<file path="src/hw/alarm_io_defs.svh">
`ifndef ALARM_IO_DEFS_SVH
`define ALARM_IO_DEFS_SVH

// ****************************************************************
// channel counts
// ****************************************************************
`define IN_CHANNELS 2
`define OUT_CHANNELS 4
// input 2 and output 4 are taken over by protection switching
`define PROT_IN_IDX 1
`define PROT_OUT_IDX 3

// ****************************************************************
// source select field
// ****************************************************************
`define SRC_SEL_WIDTH 4
// mapping table of each output, reset value is none
`define SRC_SEL_RESET 4'h0

// ****************************************************************
// per-bit reset values of the configuration inputs
// ****************************************************************
// source-on polarity: 0 = active while current flows
`define IN_POL_RESET 1'b0
// relay closes while alarm inactive: 1
`define RELAY_POL_RESET 1'b1
`define REPORT_EN_RESET 1'b0
// severity 0 = minor
`define SEVERITY_RESET 1'b0

`endif

</file>
<file path="src/hw/alarm_io_pkg.sv">
package alarm_io_pkg;

  // output source selection
  typedef enum logic [3:0] {
    SRC_NONE = 4'h0,
    SRC_LOCAL_MAJOR = 4'h1,
    SRC_LOCAL_MINOR = 4'h2,
    SRC_REMOTE_MAJOR = 4'h3,
    SRC_REMOTE_MINOR = 4'h4,
    SRC_REMOTE_IN1 = 4'h5,
    SRC_REMOTE_IN2 = 4'h6,
    SRC_TEST_MAJOR = 4'h7,
    SRC_TEST_MINOR = 4'h8
  } src_sel_type;

  // alarm sources presented to every output channel
  typedef struct packed {
    logic local_major;
    logic local_minor;
    logic remote_major;
    logic remote_minor;
    logic remote_in1;
    logic remote_in2;
  } alarm_src_type;

endpackage : alarm_io_pkg

</file>
<file path="src/hw/alarm_src_if.sv">
`timescale 1ns/100ps
`default_nettype none

// carries the alarm sources from the top to the output driver
interface alarm_src_if;
  import alarm_io_pkg::*;
  alarm_src_type src;
  logic prot_mode;
  modport provider (output src, output prot_mode);
  modport consumer (input src, input prot_mode);
endinterface : alarm_src_if

`default_nettype wire

</file>
<file path="src/hw/external_alarm_io.sv">
`timescale 1ns/100ps
`default_nettype none
`include "alarm_io_defs.svh"

// Function
// two alarm input channels and four relay output channels
// an input raises local major/minor alarm or feeds the far end
// input polarity: active with current (default) or without current
// each output follows one selected local, remote or remote-input source
// relay closes on active or inactive alarm; inactive-closes by default
// protection mode reserves input 2; it raises no user alarm
// input states always forwarded to the far end
// far end logs a received input only when mapped to an output
// local report enable, default off, gates local alarm and logging
// severity minor (default) or major, used only when reporting
// protection mode reserves output 4 from user mapping
// none, test major and test minor selections; test is not logged
// inputs synchronised before polarity, report and forward logic
// output state from selected source, then relay polarity applied
module external_alarm_io #(
  parameter int N_IN = `IN_CHANNELS,
  parameter int N_OUT = `OUT_CHANNELS
) (
  // clock and reset
  input wire logic ref_clk,
  input wire logic rst_n,
  // contact inputs, high while current flows
  input wire logic [N_IN-1:0] contact_current,
  // input configuration
  input wire logic [N_IN-1:0] in_active_no_current,
  input wire logic [N_IN-1:0] in_report_en,
  input wire logic [N_IN-1:0] in_severity_major,
  input wire logic protection_switching_mode,
  // output configuration
  input wire logic [N_OUT*`SRC_SEL_WIDTH-1:0] out_src_sel,
  input wire logic [N_OUT-1:0] relay_closed_when_inactive,
  // other local alarm causes and far-end state
  input wire logic sys_major_alarm,
  input wire logic sys_minor_alarm,
  input wire logic remote_major_alarm,
  input wire logic remote_minor_alarm,
  input wire logic [1:0] remote_input_state,
  // input results
  output logic [N_IN-1:0] in_state,
  output logic [N_IN-1:0] tx_input_state,
  output logic [N_IN-1:0] in_log_event,
  output logic prot_switch_ctrl,
  output logic local_major_alarm,
  output logic local_minor_alarm,
  // remote input logging
  output logic [1:0] remote_in_log,
  // relays
  output logic [N_OUT-1:0] relay_close,
  output logic [N_OUT-1:0] out_active,
  output logic [N_OUT-1:0] out_is_test
);
  import alarm_io_pkg::*;

  // ****************************************************************
  // input synchronisers
  // ****************************************************************
  // synchroniser chain and filtered level
  logic [N_IN-1:0] sync1_ff;
  logic [N_IN-1:0] sync2_ff;
  logic [N_IN-1:0] sync3_ff;
  logic [N_IN-1:0] stable_ff;
  // decoded input levels
  logic [N_IN-1:0] user_in;
  logic [N_IN-1:0] active_in;
  logic [N_IN-1:0] prev_report_ff;
  // local alarm next values
  logic nxt_major;
  logic nxt_minor;

  // three stages; a change is taken once stages two and three agree
  // reset loads the inactive contact level, so release fakes no alarm edge;
  // a contact that is really active then shows as a genuine rise
  // limitation: a contact pulse shorter than two edges is filtered away
  always_ff @(posedge ref_clk)
  begin
    if (!rst_n)
    begin
      sync1_ff <= in_active_no_current;
      sync2_ff <= in_active_no_current;
      sync3_ff <= in_active_no_current;
    end
    else
    begin
      sync1_ff <= contact_current;
      sync2_ff <= sync1_ff;
      sync3_ff <= sync2_ff;
    end
  end

  // filtered contact level; holds when the last two stages disagree
  genvar i;
  generate
    for (i = 0; i < N_IN; i = i + 1)
    begin : g_in
      always_ff @(posedge ref_clk)
      begin
        if (!rst_n)
          stable_ff[i] <= in_active_no_current[i];
        else if (sync2_ff[i] == sync3_ff[i])
          stable_ff[i] <= sync3_ff[i];
      end
      // polarity after synchronising
      assign active_in[i] = stable_ff[i] ^ in_active_no_current[i];
      // protected input raises no user alarm
      assign user_in[i] = active_in[i] &&
                          !(protection_switching_mode && (i == `PROT_IN_IDX));
    end
  endgenerate

  // ****************************************************************
  // local alarm generation and forwarding
  // ****************************************************************
  // severity only matters while reporting is on
  always_comb
  begin
    nxt_major = sys_major_alarm || |(user_in & in_report_en & in_severity_major);
    nxt_minor = sys_minor_alarm || |(user_in & in_report_en & ~in_severity_major);
  end

  // registered results; forwarding ignores report and severity settings
  always_ff @(posedge ref_clk)
  begin
    if (!rst_n)
    begin
      in_state <= '0;
      tx_input_state <= '0;
      local_major_alarm <= 1'b0;
      local_minor_alarm <= 1'b0;
      prot_switch_ctrl <= 1'b0;
    end
    else
    begin
      in_state <= user_in;
      tx_input_state <= active_in;
      local_major_alarm <= nxt_major;
      local_minor_alarm <= nxt_minor;
      prot_switch_ctrl <= protection_switching_mode && active_in[`PROT_IN_IDX];
    end
  end

  // one-cycle log event on each rise of a reported user alarm
  // enabling the report while the input is already active logs it at once
  always_ff @(posedge ref_clk)
  begin
    if (!rst_n)
    begin
      prev_report_ff <= '0;
      in_log_event <= '0;
    end
    else
    begin
      prev_report_ff <= user_in & in_report_en;
      in_log_event <= user_in & in_report_en & ~prev_report_ff;
    end
  end

  // ****************************************************************
  // remote input logging
  // ****************************************************************
  logic [1:0] rin_mapped;

  // a remote input is logged only while some usable output maps it
  // the protected output never counts as a mapping in protection mode
  always_comb
  begin
    rin_mapped = 2'h0;
    for (int k = 0; k < N_OUT; k++)
    begin
      if (!(protection_switching_mode && k == `PROT_OUT_IDX))
      begin
        if (out_src_sel[k*`SRC_SEL_WIDTH +: `SRC_SEL_WIDTH] == SRC_REMOTE_IN1)
          rin_mapped[0] = 1'b1;
        if (out_src_sel[k*`SRC_SEL_WIDTH +: `SRC_SEL_WIDTH] == SRC_REMOTE_IN2)
          rin_mapped[1] = 1'b1;
      end
    end
  end

  always_ff @(posedge ref_clk)
  begin
    if (!rst_n)
      remote_in_log <= 2'h0;
    else
      remote_in_log <= remote_input_state & rin_mapped;
  end

  // ****************************************************************
  // output relays
  // ****************************************************************
  // sources gathered for the output driver; remote inputs come straight in
  alarm_src_if srcs ();
  assign srcs.src.local_major = local_major_alarm;
  assign srcs.src.local_minor = local_minor_alarm;
  assign srcs.src.remote_major = remote_major_alarm;
  assign srcs.src.remote_minor = remote_minor_alarm;
  assign srcs.src.remote_in1 = remote_input_state[0];
  assign srcs.src.remote_in2 = remote_input_state[1];
  assign srcs.prot_mode = protection_switching_mode;

  // one driver covers all channels; channel counts come from the parameters
  alarm_out_drive #(.N_OUT(N_OUT)) u_drive (
    .ref_clk(ref_clk),
    .rst_n(rst_n),
    .srcs(srcs.consumer),
    .out_src_sel(out_src_sel),
    .relay_closed_when_inactive(relay_closed_when_inactive),
    .relay_close(relay_close),
    .out_active(out_active),
    .out_is_test(out_is_test)
  );

endmodule : external_alarm_io

`default_nettype wire

</file>
<file path="src/hw/alarm_out_drive.sv">
`timescale 1ns/100ps
`default_nettype none
`include "alarm_io_defs.svh"

// ****************************************************************
// output relay driver for all output channels
// ****************************************************************
module alarm_out_drive #(
  parameter int N_OUT = `OUT_CHANNELS
) (
  // clock and reset
  input wire logic ref_clk,
  input wire logic rst_n,
  // alarm sources
  alarm_src_if.consumer srcs,
  // configuration
  input wire logic [N_OUT*`SRC_SEL_WIDTH-1:0] out_src_sel,
  input wire logic [N_OUT-1:0] relay_closed_when_inactive,
  // relay drive and test flags
  output logic [N_OUT-1:0] relay_close,
  output logic [N_OUT-1:0] out_active,
  output logic [N_OUT-1:0] out_is_test
);
  import alarm_io_pkg::*;

  genvar g;
  generate
    for (g = 0; g < N_OUT; g = g + 1)
    begin : g_out
      logic act;
      logic usable;
      src_sel_type sel;
      assign sel = src_sel_type'(out_src_sel[g*`SRC_SEL_WIDTH +: `SRC_SEL_WIDTH]);
      // protected output is withheld from user mapping
      assign usable = !(srcs.prot_mode && (g == `PROT_OUT_IDX));

      // source mux; test codes drive the relay but are not real alarms
      always_comb
      begin
        case (sel)
          SRC_LOCAL_MAJOR: act = srcs.src.local_major;
          SRC_LOCAL_MINOR: act = srcs.src.local_minor;
          SRC_REMOTE_MAJOR: act = srcs.src.remote_major;
          SRC_REMOTE_MINOR: act = srcs.src.remote_minor;
          SRC_REMOTE_IN1: act = srcs.src.remote_in1;
          SRC_REMOTE_IN2: act = srcs.src.remote_in2;
          SRC_TEST_MAJOR: act = 1'b1;
          SRC_TEST_MINOR: act = 1'b1;
          default: act = 1'b0;
        endcase
      end

      // registered relay drive; reset clears out_active and closes every relay, whatever relay_closed_when_inactive holds
      always_ff @(posedge ref_clk)
      begin
        if (!rst_n)
        begin
          out_active[g] <= 1'b0;
          out_is_test[g] <= 1'b0;
          relay_close[g] <= `RELAY_POL_RESET;
        end
        else
        begin
          out_active[g] <= usable && act;
          out_is_test[g] <= usable && (sel == SRC_TEST_MAJOR || sel == SRC_TEST_MINOR);
          relay_close[g] <= (usable && act) ^ relay_closed_when_inactive[g];
        end
      end
    end
  endgenerate

endmodule : alarm_out_drive

`default_nettype wire

</file>
<file path="config.mk">
export PLATFORM = sky130hd
export DESIGN_NAME = external_alarm_io
export DESIGN_NICKNAME = d
export VERILOG_FILES = /design/src/hw/alarm_io_pkg.sv /design/src/hw/alarm_src_if.sv /design/src/hw/external_alarm_io.sv /design/src/hw/alarm_out_drive.sv
export VERILOG_INCLUDE_DIRS = /design/src /design/src/hw
export SDC_FILE = /design/constraint.sdc
export NUM_CORES = 1
export LEC_CHECK = 0
export ABC_CLOCK_PERIOD_IN_PS = 1800
export BUFFER_PORTS_ARGS = -buffer_cell sky130_fd_sc_hd__buf_2
export CORE_MARGIN = 4
export CORE_UTILIZATION = 43
export DETAILED_ROUTE_END_ITERATION = 10
export GPL_ROUTABILITY_DRIVEN = 0
export PLACE_DENSITY = 0.75
export SLEW_MARGIN = 0
export SYNTH_ARGS = -nofsm -noshare
export SYNTH_HDL_FRONTEND = slang
export SYNTH_HIERARCHICAL = 1
export SYNTH_SLANG_ARGS = --single-unit
</file>
<file path="constraint.sdc">
create_clock -name ref_clk -period 1.8 [get_ports ref_clk]
set_input_delay 0.54 -clock ref_clk [delete_from_list [all_inputs] [get_ports ref_clk]]
set_output_delay 0.54 -clock ref_clk [all_outputs]
set_load 0.02 [all_outputs]
</file>
==> results of run 1 <==
==> cells in the mapped netlist, types with 2 or more instances <==
library cell / instances / area, sq um
dfxtp_1: 30 / 601
nand2_1: 27 / 101
inv_1: 6 / 22.5
nand2b_1: 6 / 37.5
a31oi_1: 5 / 31.3
nor2_1: 5 / 18.8
and2_1: 4 / 25.0
mux2_1: 4 / 45.0
mux2_2: 4 / 45.0
mux2i_1: 4 / 40.0
nor2b_1: 4 / 25.0
nor4bb_1: 4 / 40.0
xor2_1: 4 / 35.0
a221o_1: 3 / 30.0
o221ai_1: 3 / 26.3
a21oi_1: 2 / 10.0
a311oi_1: 2 / 17.5
and2_2: 2 / 15.0
and2b_1: 2 / 15.0
and4b_1: 2 / 20.0
buf_2: 2 / 10.0
edfxtp_1: 2 / 60.1
nand3_1: 2 / 10.0
nand3b_1: 2 / 15.0
nand4b_1: 2 / 17.5
nand4bb_1: 2 / 22.5
nor4b_1: 2 / 17.5
o21a_1: 2 / 15.0
==> metal layers <==
metal	vias to the layer above	GRT usage
met1	612	0.202
met4	0	0.0658
li1	716	-
met5	-	0
met2	50	0.262
met3	4	0.0599
==> cell type report <==
cell class | instances | share of cell area
multi-input cells | 114 | 0.403
clock inverters | 3 | 0.0206
flip-flops and latches | 32 | 0.321
well taps | 46 | 0.0279
inverters | 6 | 0.0109
repair buffers | 74 | 0.198
clock buffers | 5 | 0.0182
==> power groups by stage <==
stage                     Sequential [W]  Clock [W]  Combinational, W
after floorplan                 0.000850          0          0.000144
after global placement          0.000809          0          0.000336
after detailed placement        0.000810          0          0.000340
after CTS                       0.000793   0.000558          0.000343
after global routing            0.000800   0.000585          0.000378
final                           0.000793   0.000540          0.000341
==> sequential cells by signal (all words and copies together), names as in the netlist <==
| name | count |
|---|---|
| prev_report_ff | 2 |
| sync1_ff | 2 |
| sync3_ff | 2 |
| prot_switch_ctrl | 1 |
| in_log_event | 2 |
| u_drive/relay_close | 4 |
| u_drive/out_active | 4 |
| stable_ff | 2 |
| local_major_alarm | 1 |
| in_state | 2 |
| local_minor_alarm | 1 |
| tx_input_state | 1 |
| sync2_ff | 2 |
| remote_in_log | 2 |
| u_drive/out_is_test | 4 |
==> repair_timing <==
item                                    4_1_cts  5_1_grt
hold buffers                                  0        0
gates resized for setup                       0        1
endpoints found under the setup margin        0        1
==> worst max path at each step <==
stage | startpoint | to | slack, ns | cells past startpoint
after floorplan | out_src_sel[4] | u_drive/relay_close[1] | 0.03 | 4
after global placement | out_src_sel[9] | u_drive/relay_close[2] | -0.11 | 5
after detailed placement | out_src_sel[4] | u_drive/relay_close[1] | -0.16 | 5
after CTS | local_major_alarm | u_drive/relay_close[2] | 0.07 | 4
after global routing | local_major_alarm | u_drive/relay_close[2] | 0.03 | 4
final | local_major_alarm | u_drive/relay_close[2] | 0.1 | 4
==> logic make-up after synthesis <==
family | count (synthesis) | synth area share
compound gates | 22 | 0.130
flops | 32 | 0.430
xor+xnor | 4 | 0.0228
mux | 12 | 0.0848
buf+inv | 10 | 0.0285
simple gates | 76 | 0.303
==> per-stage QoR <==
step	instance area [sq um]	total power, W	TNS, ns	util	instances
finish	2060	0.00167	0	0.608	280
global route	2060	0.00176	0	0.608	280
CTS	2060	0.00170	0	0.608	280
detailed placement	1980	0.00115	-0.459	0.584	272
global placement	1980	0.00115	-0.364	0.584	272
floorplan	1540	0.000994	0	-	156
==> critical path, stage by stage (launching register included) <==
cell and delay, ns:
dfxtp_2 0.37, mux2_1 0.31, a221o_1 0.37, a31oi_1 0.20, mux2_1 0.34
==> impl_metrics.ini, run 1 <==
[pwr]
p_int_w = 0.00122
peakVddDrop_mv = 0.376
p_comb_frac = 0.204
switching_power_w = 0.000455
p_leak_nw = 0.999
p_per_area_mw_per_mm2 = 812
pwr-share-clk = 0.323
p_seq_frac = 0.474
swShare = 0.272

[worst_setup_path]
path_class = reg2reg
critPathCaptureType = register
ff2ff_path_depth = 4
startpoint_type = register
critPathRequiredTime_ns = 2.02
r2r_end = u_drive/relay_close[2]
reg2reg_from = local_major_alarm
ff2ff_setup_slack_ns = 0.1
cp_max_fo = 5
cp.arrival_ns = 1.93

[finish]
fillers = 295
final_nets = 270
drive_gt1_frac = 0.410
layout_commonest_cell = buf_2
regArea_sq_um = 662
layout_common_cells = buf_2 (59), dfxtp_1 (29), nand2_1 (27)
multi_input_area_sq_um = 831
diodes = 0
area_delta_synth_final_pct = 34.2

[routing]
wl_microns = 3510
vias = 1382
viasPerCell = 4.94
drt.antenna.violating_nets = 0
dr.max_layer_used = met4
wl_met3_microns = 317
wl_met2_microns = 1590
remaining_drc_errors = 0
firstDrtPassIters = 6
routedWlPerCell_microns = 12.5
met1Wirelength_microns = 1560
drtIter0Drc = 59

[timing]
max-slew-margin-rel = 0.694
fin_crit_ns = 1.70
fin_hold_ws_ns = 0.388
fmax_ghz = 0.587
timing.final.crit_share = 0.946
drv_slew = 0
timing.final.hold_violations = 0
fin_skew_ns = 0.0127
worst_slew_pin_slew_ns = 0.452
fin_ws_ns = 0.0966
setup_violations = 0
rsz0062_at_grt = false

[grt]
grt_max_degree = 21
grt_pass1_wl_microns = 5680
grt-ovfl-total = 0
grt_pass1_vias = 1324
grtUsageTotal = 0.165
antenna_found_initial = 0

[place]
io_buffers = 59
dp_hpwl_microns = 2670
pre_cts_slack_ns = -0.156

[cts]
insertion_delay_ns = 0.33
cts_max_level = 2
cts_tree = done
cts_root_buf = clkbuf_4
cts.sink_count = 32
path_clk_slew_ns = 0.11
post-cts-setup-buffers = 0
numCtsBuffers = 5
cts_buffer_depth = 2

[hold_path]
whs_path_depth = 1
holdCritPathClass = reg2reg
whs_endpoint = in_log_event[0]
worstHoldStart = prev_report_ff[0]

[synthesis]
syn-cell-area_sq_mm = 0.00154
syn_inst = 156
synth_edf_count = 2
synth.distinct_cells = 45
syn_avg_cell_area_sq_um = 9.84
ys_ff_latch = 32
synth_ff_type = dfxtp_1
yosys_warnings = 6
synth_nets = 193
async_flop_share = 0
ys_seq_area_frac = 0.430

[floorplan]
die_h_microns = 67.8
rows = 21
design.core.area_sq_mm = 0.00339
dieArea_sq_mm = 0.00459
initial_core_util = 0.453
io_pins = 60
die_w_microns = 67.8

[run]
cap_violations = 0

[status]
status = completed
No activity file was read; power rests on OpenSTA's default activity.
==> inputs of run 2 (changes only) <==
ABC_AREA = 1   (was unset)
CORE_UTILIZATION = 44   (was 43)
==> run 2 against run 1 <==
Sequential share of layout area fell by 0.60 points. Final cell count is 30% higher. Fmax increased by 15%. Routed wire length grew 13%. Register-to-register slack improved by 0.60 ns. Synthesized cell count grew 61%. Final area rose by 1.7%. Utilization decreased by 3.6 points. Global-route usage grew 1.3 points. Critical endpoint is now local_major_alarm. Largest power group unchanged.
==> impl_metrics.ini, run 2 <==
[worst_setup_path]
cp.arrival_ns = 0.95
startpoint_type = register
path_class = reg2out
path_delay_family = flip-flops
critPathRequiredTime_ns = 1.26
path_cells = buf_2
cp_slowest_cell = dfxtp_1
ff2ff_setup_slack_ns = 0.70
cp_max_fo = 5
reg2reg_from = local_minor_alarm
ff2ff_path_depth = 7
r2r_end = u_drive/relay_close[3]
cpPeakStageDelay_ns = 0.45
critPathCaptureType = output pin
path_buf_inv = 1

[finish]
regArea_sq_um = 661
fin_util = 0.572
fillers = 348
multi_input_area_sq_um = 763
finalNonFillerCells = 363
final_nets = 351
top_regs = u_drive/out_active (4), u_drive/out_is_test (4), u_drive/relay_close (4)
area_delta_synth_final_pct = 25.7
diodes = 0
stdcell_area_sq_mm = 0.00210
layout_common_cells = buf_2 (59), nand2_1 (58), inv_1 (51)
layout_commonest_cell = buf_2
drive_gt1_frac = 0.270

[grt]
grtUsageTotal = 0.178
antenna_found_initial = 0
grt_max_degree = 14
grt_pass1_wl_microns = 6930
grt-ovfl-total = 0
grt_pass1_vias = 1591

[routing]
wl_met2_microns = 1790
wl_microns = 3970
dr.max_layer_used = met4
wl_met3_microns = 315
vias = 1691
viasPerCell = 4.66
drtIter0Drc = 148
remaining_drc_errors = 0
firstDrtPassIters = 4
routedWlPerCell_microns = 10.9
drt.antenna.violating_nets = 0
met1Wirelength_microns = 1770

[hold_path]
holdCritPathClass = reg2reg
worstHoldStart = prev_report_ff[0]
whs_endpoint = in_log_event[0]
whs_path_depth = 1

[cts]
numCtsBuffers = 5
insertion_delay_ns = 0.28
post-cts-setup-buffers = 0
cts.sink_count = 32
cts_tree = done
cts_buffer_depth = 2
cts_max_level = 2
ctsResizeCount = 0
cts_root_buf = clkbuf_8
cts_hold_buf = 0
path_clk_slew_ns = 0.06

[synthesis]
synth_top_cells_by_area = dfxtp_1 (36%), nand2_1 (13%), nand3_1 (12%), inv_1 (11%), nor2_1 (8.1%)
synth_nets = 288
syn-cell-area_sq_mm = 0.00167
synth_edf_count = 2
syn_avg_cell_area_sq_um = 6.64
synth.largest_area_cell = dfxtp_1
yosysMostFrequentCell = nand2_1
yosys_warnings = 6
syn_inst = 251
synth_commonest_cells = nand2_1 (58), inv_1 (51), nand3_1 (39), nor2_1 (36), dfxtp_1 (30)
ys_ff_latch = 32
ys_seq_area_frac = 0.396
synth.distinct_cells = 22
synth_ff_type = dfxtp_1
async_flop_share = 0
netlist.area_leader.share = 0.360

[timing]
timing.final.hold_violations = 0
fin_skew_ns = 0.00346
drv_slew = 0
rsz0062_at_grt = false
setup-tns-final_ns = 0
fin_hold_ws_ns = 0.403
worst_slew_pin_slew_ns = 0.239
fmax_ghz = 0.672
timing.final.crit_share = 0.826
fin_crit_ns = 1.49
setup_violations = 0
max-slew-margin-rel = 0.841

[floorplan]
initial_core_util = 0.456
rows = 22
die_h_microns = 69.6
dieArea_sq_mm = 0.00484
design.core.area_sq_mm = 0.00366
io_pins = 60
die_w_microns = 69.6

[run]
cap_violations = 0

[status]
status = completed

[place]
io_buffers = 59
dp_hpwl_microns = 3150
dp_cells = 355
post_dp_cell_area_sq_mm = 0.00200

[pwr]
p_per_area_mw_per_mm2 = 817
p_leak_nw = 1.25
peakVddDrop_mv = 0.438
run 2: cell type report:
type / instances / area share
clock buffer: 8 / 0.0478
timing repair buffer: 60 / 0.144
inverter: 55 / 0.0997
multi-input combinational: 160 / 0.364
tap: 48 / 0.0287
sequential: 32 / 0.315
run 2: cells by family (layout without fill, tap and decap cells):
| kind of cell | Yosys count | in the layout | share of synthesized area |
|---|---|---|---|
| simple gates | 148 | 148 | 0.404 |
| buf+inv | 59 | 123 | 0.146 |
| flops | 32 | 32 | 0.396 |
| compound gates | 12 | 12 | 0.0540 |
run 2: metrics by stage:
stage / worst slack (ns) / power [W]
after floorplan: 0.561 / 0.00100
after global placement: 0.430 / 0.00112
after detailed placement: 0.393 / 0.00113
after CTS: 0.295 / 0.00173
after global routing: 0.241 / 0.00182
final: 0.313 / 0.00171
run 2: power breakdown:
group | internal (W) | switching [W] | total (W)
Combinational | 0.000117 | 0.000210 | 0.000327
Sequential | 0.000766 | 0.0000189 | 0.000785
Clock | 0.000349 | 0.000251 | 0.000600
run 2: worst max path at each step:
stage | endpoint | slack, ns | from | depth (start not counted)
6_report | local_major_alarm | 0.31 | local_major_alarm | 1
5_1_grt | local_major_alarm | 0.24 | local_major_alarm | 1
4_1_cts | local_minor_alarm | 0.30 | local_minor_alarm | 1
3_5_place_dp | u_drive/relay_close[3] | 0.39 | out_src_sel[12] | 9
3_3_place_gp | u_drive/relay_close[3] | 0.43 | out_src_sel[12] | 9
2_1_floorplan | stable_ff[0] | 0.56 | rst_n | 5
run 2: worst reg2reg max path: stages, from the launching register on:
cell and delay [ns]:
dfxtp_1 0.45, nand3_1 0.12, nand3_1 0.10, nand2_1 0.06, nand3_2 0.09, nand2_2 0.06, nand2_2 0.05, nand3_2 0.05
run 2: routing by layer:
metal  global-route usage  vias up
met5                    0        -
met4               0.0781        0
met3               0.0623       11
met2                0.274       59
met1                0.223      724
li1                     -      897
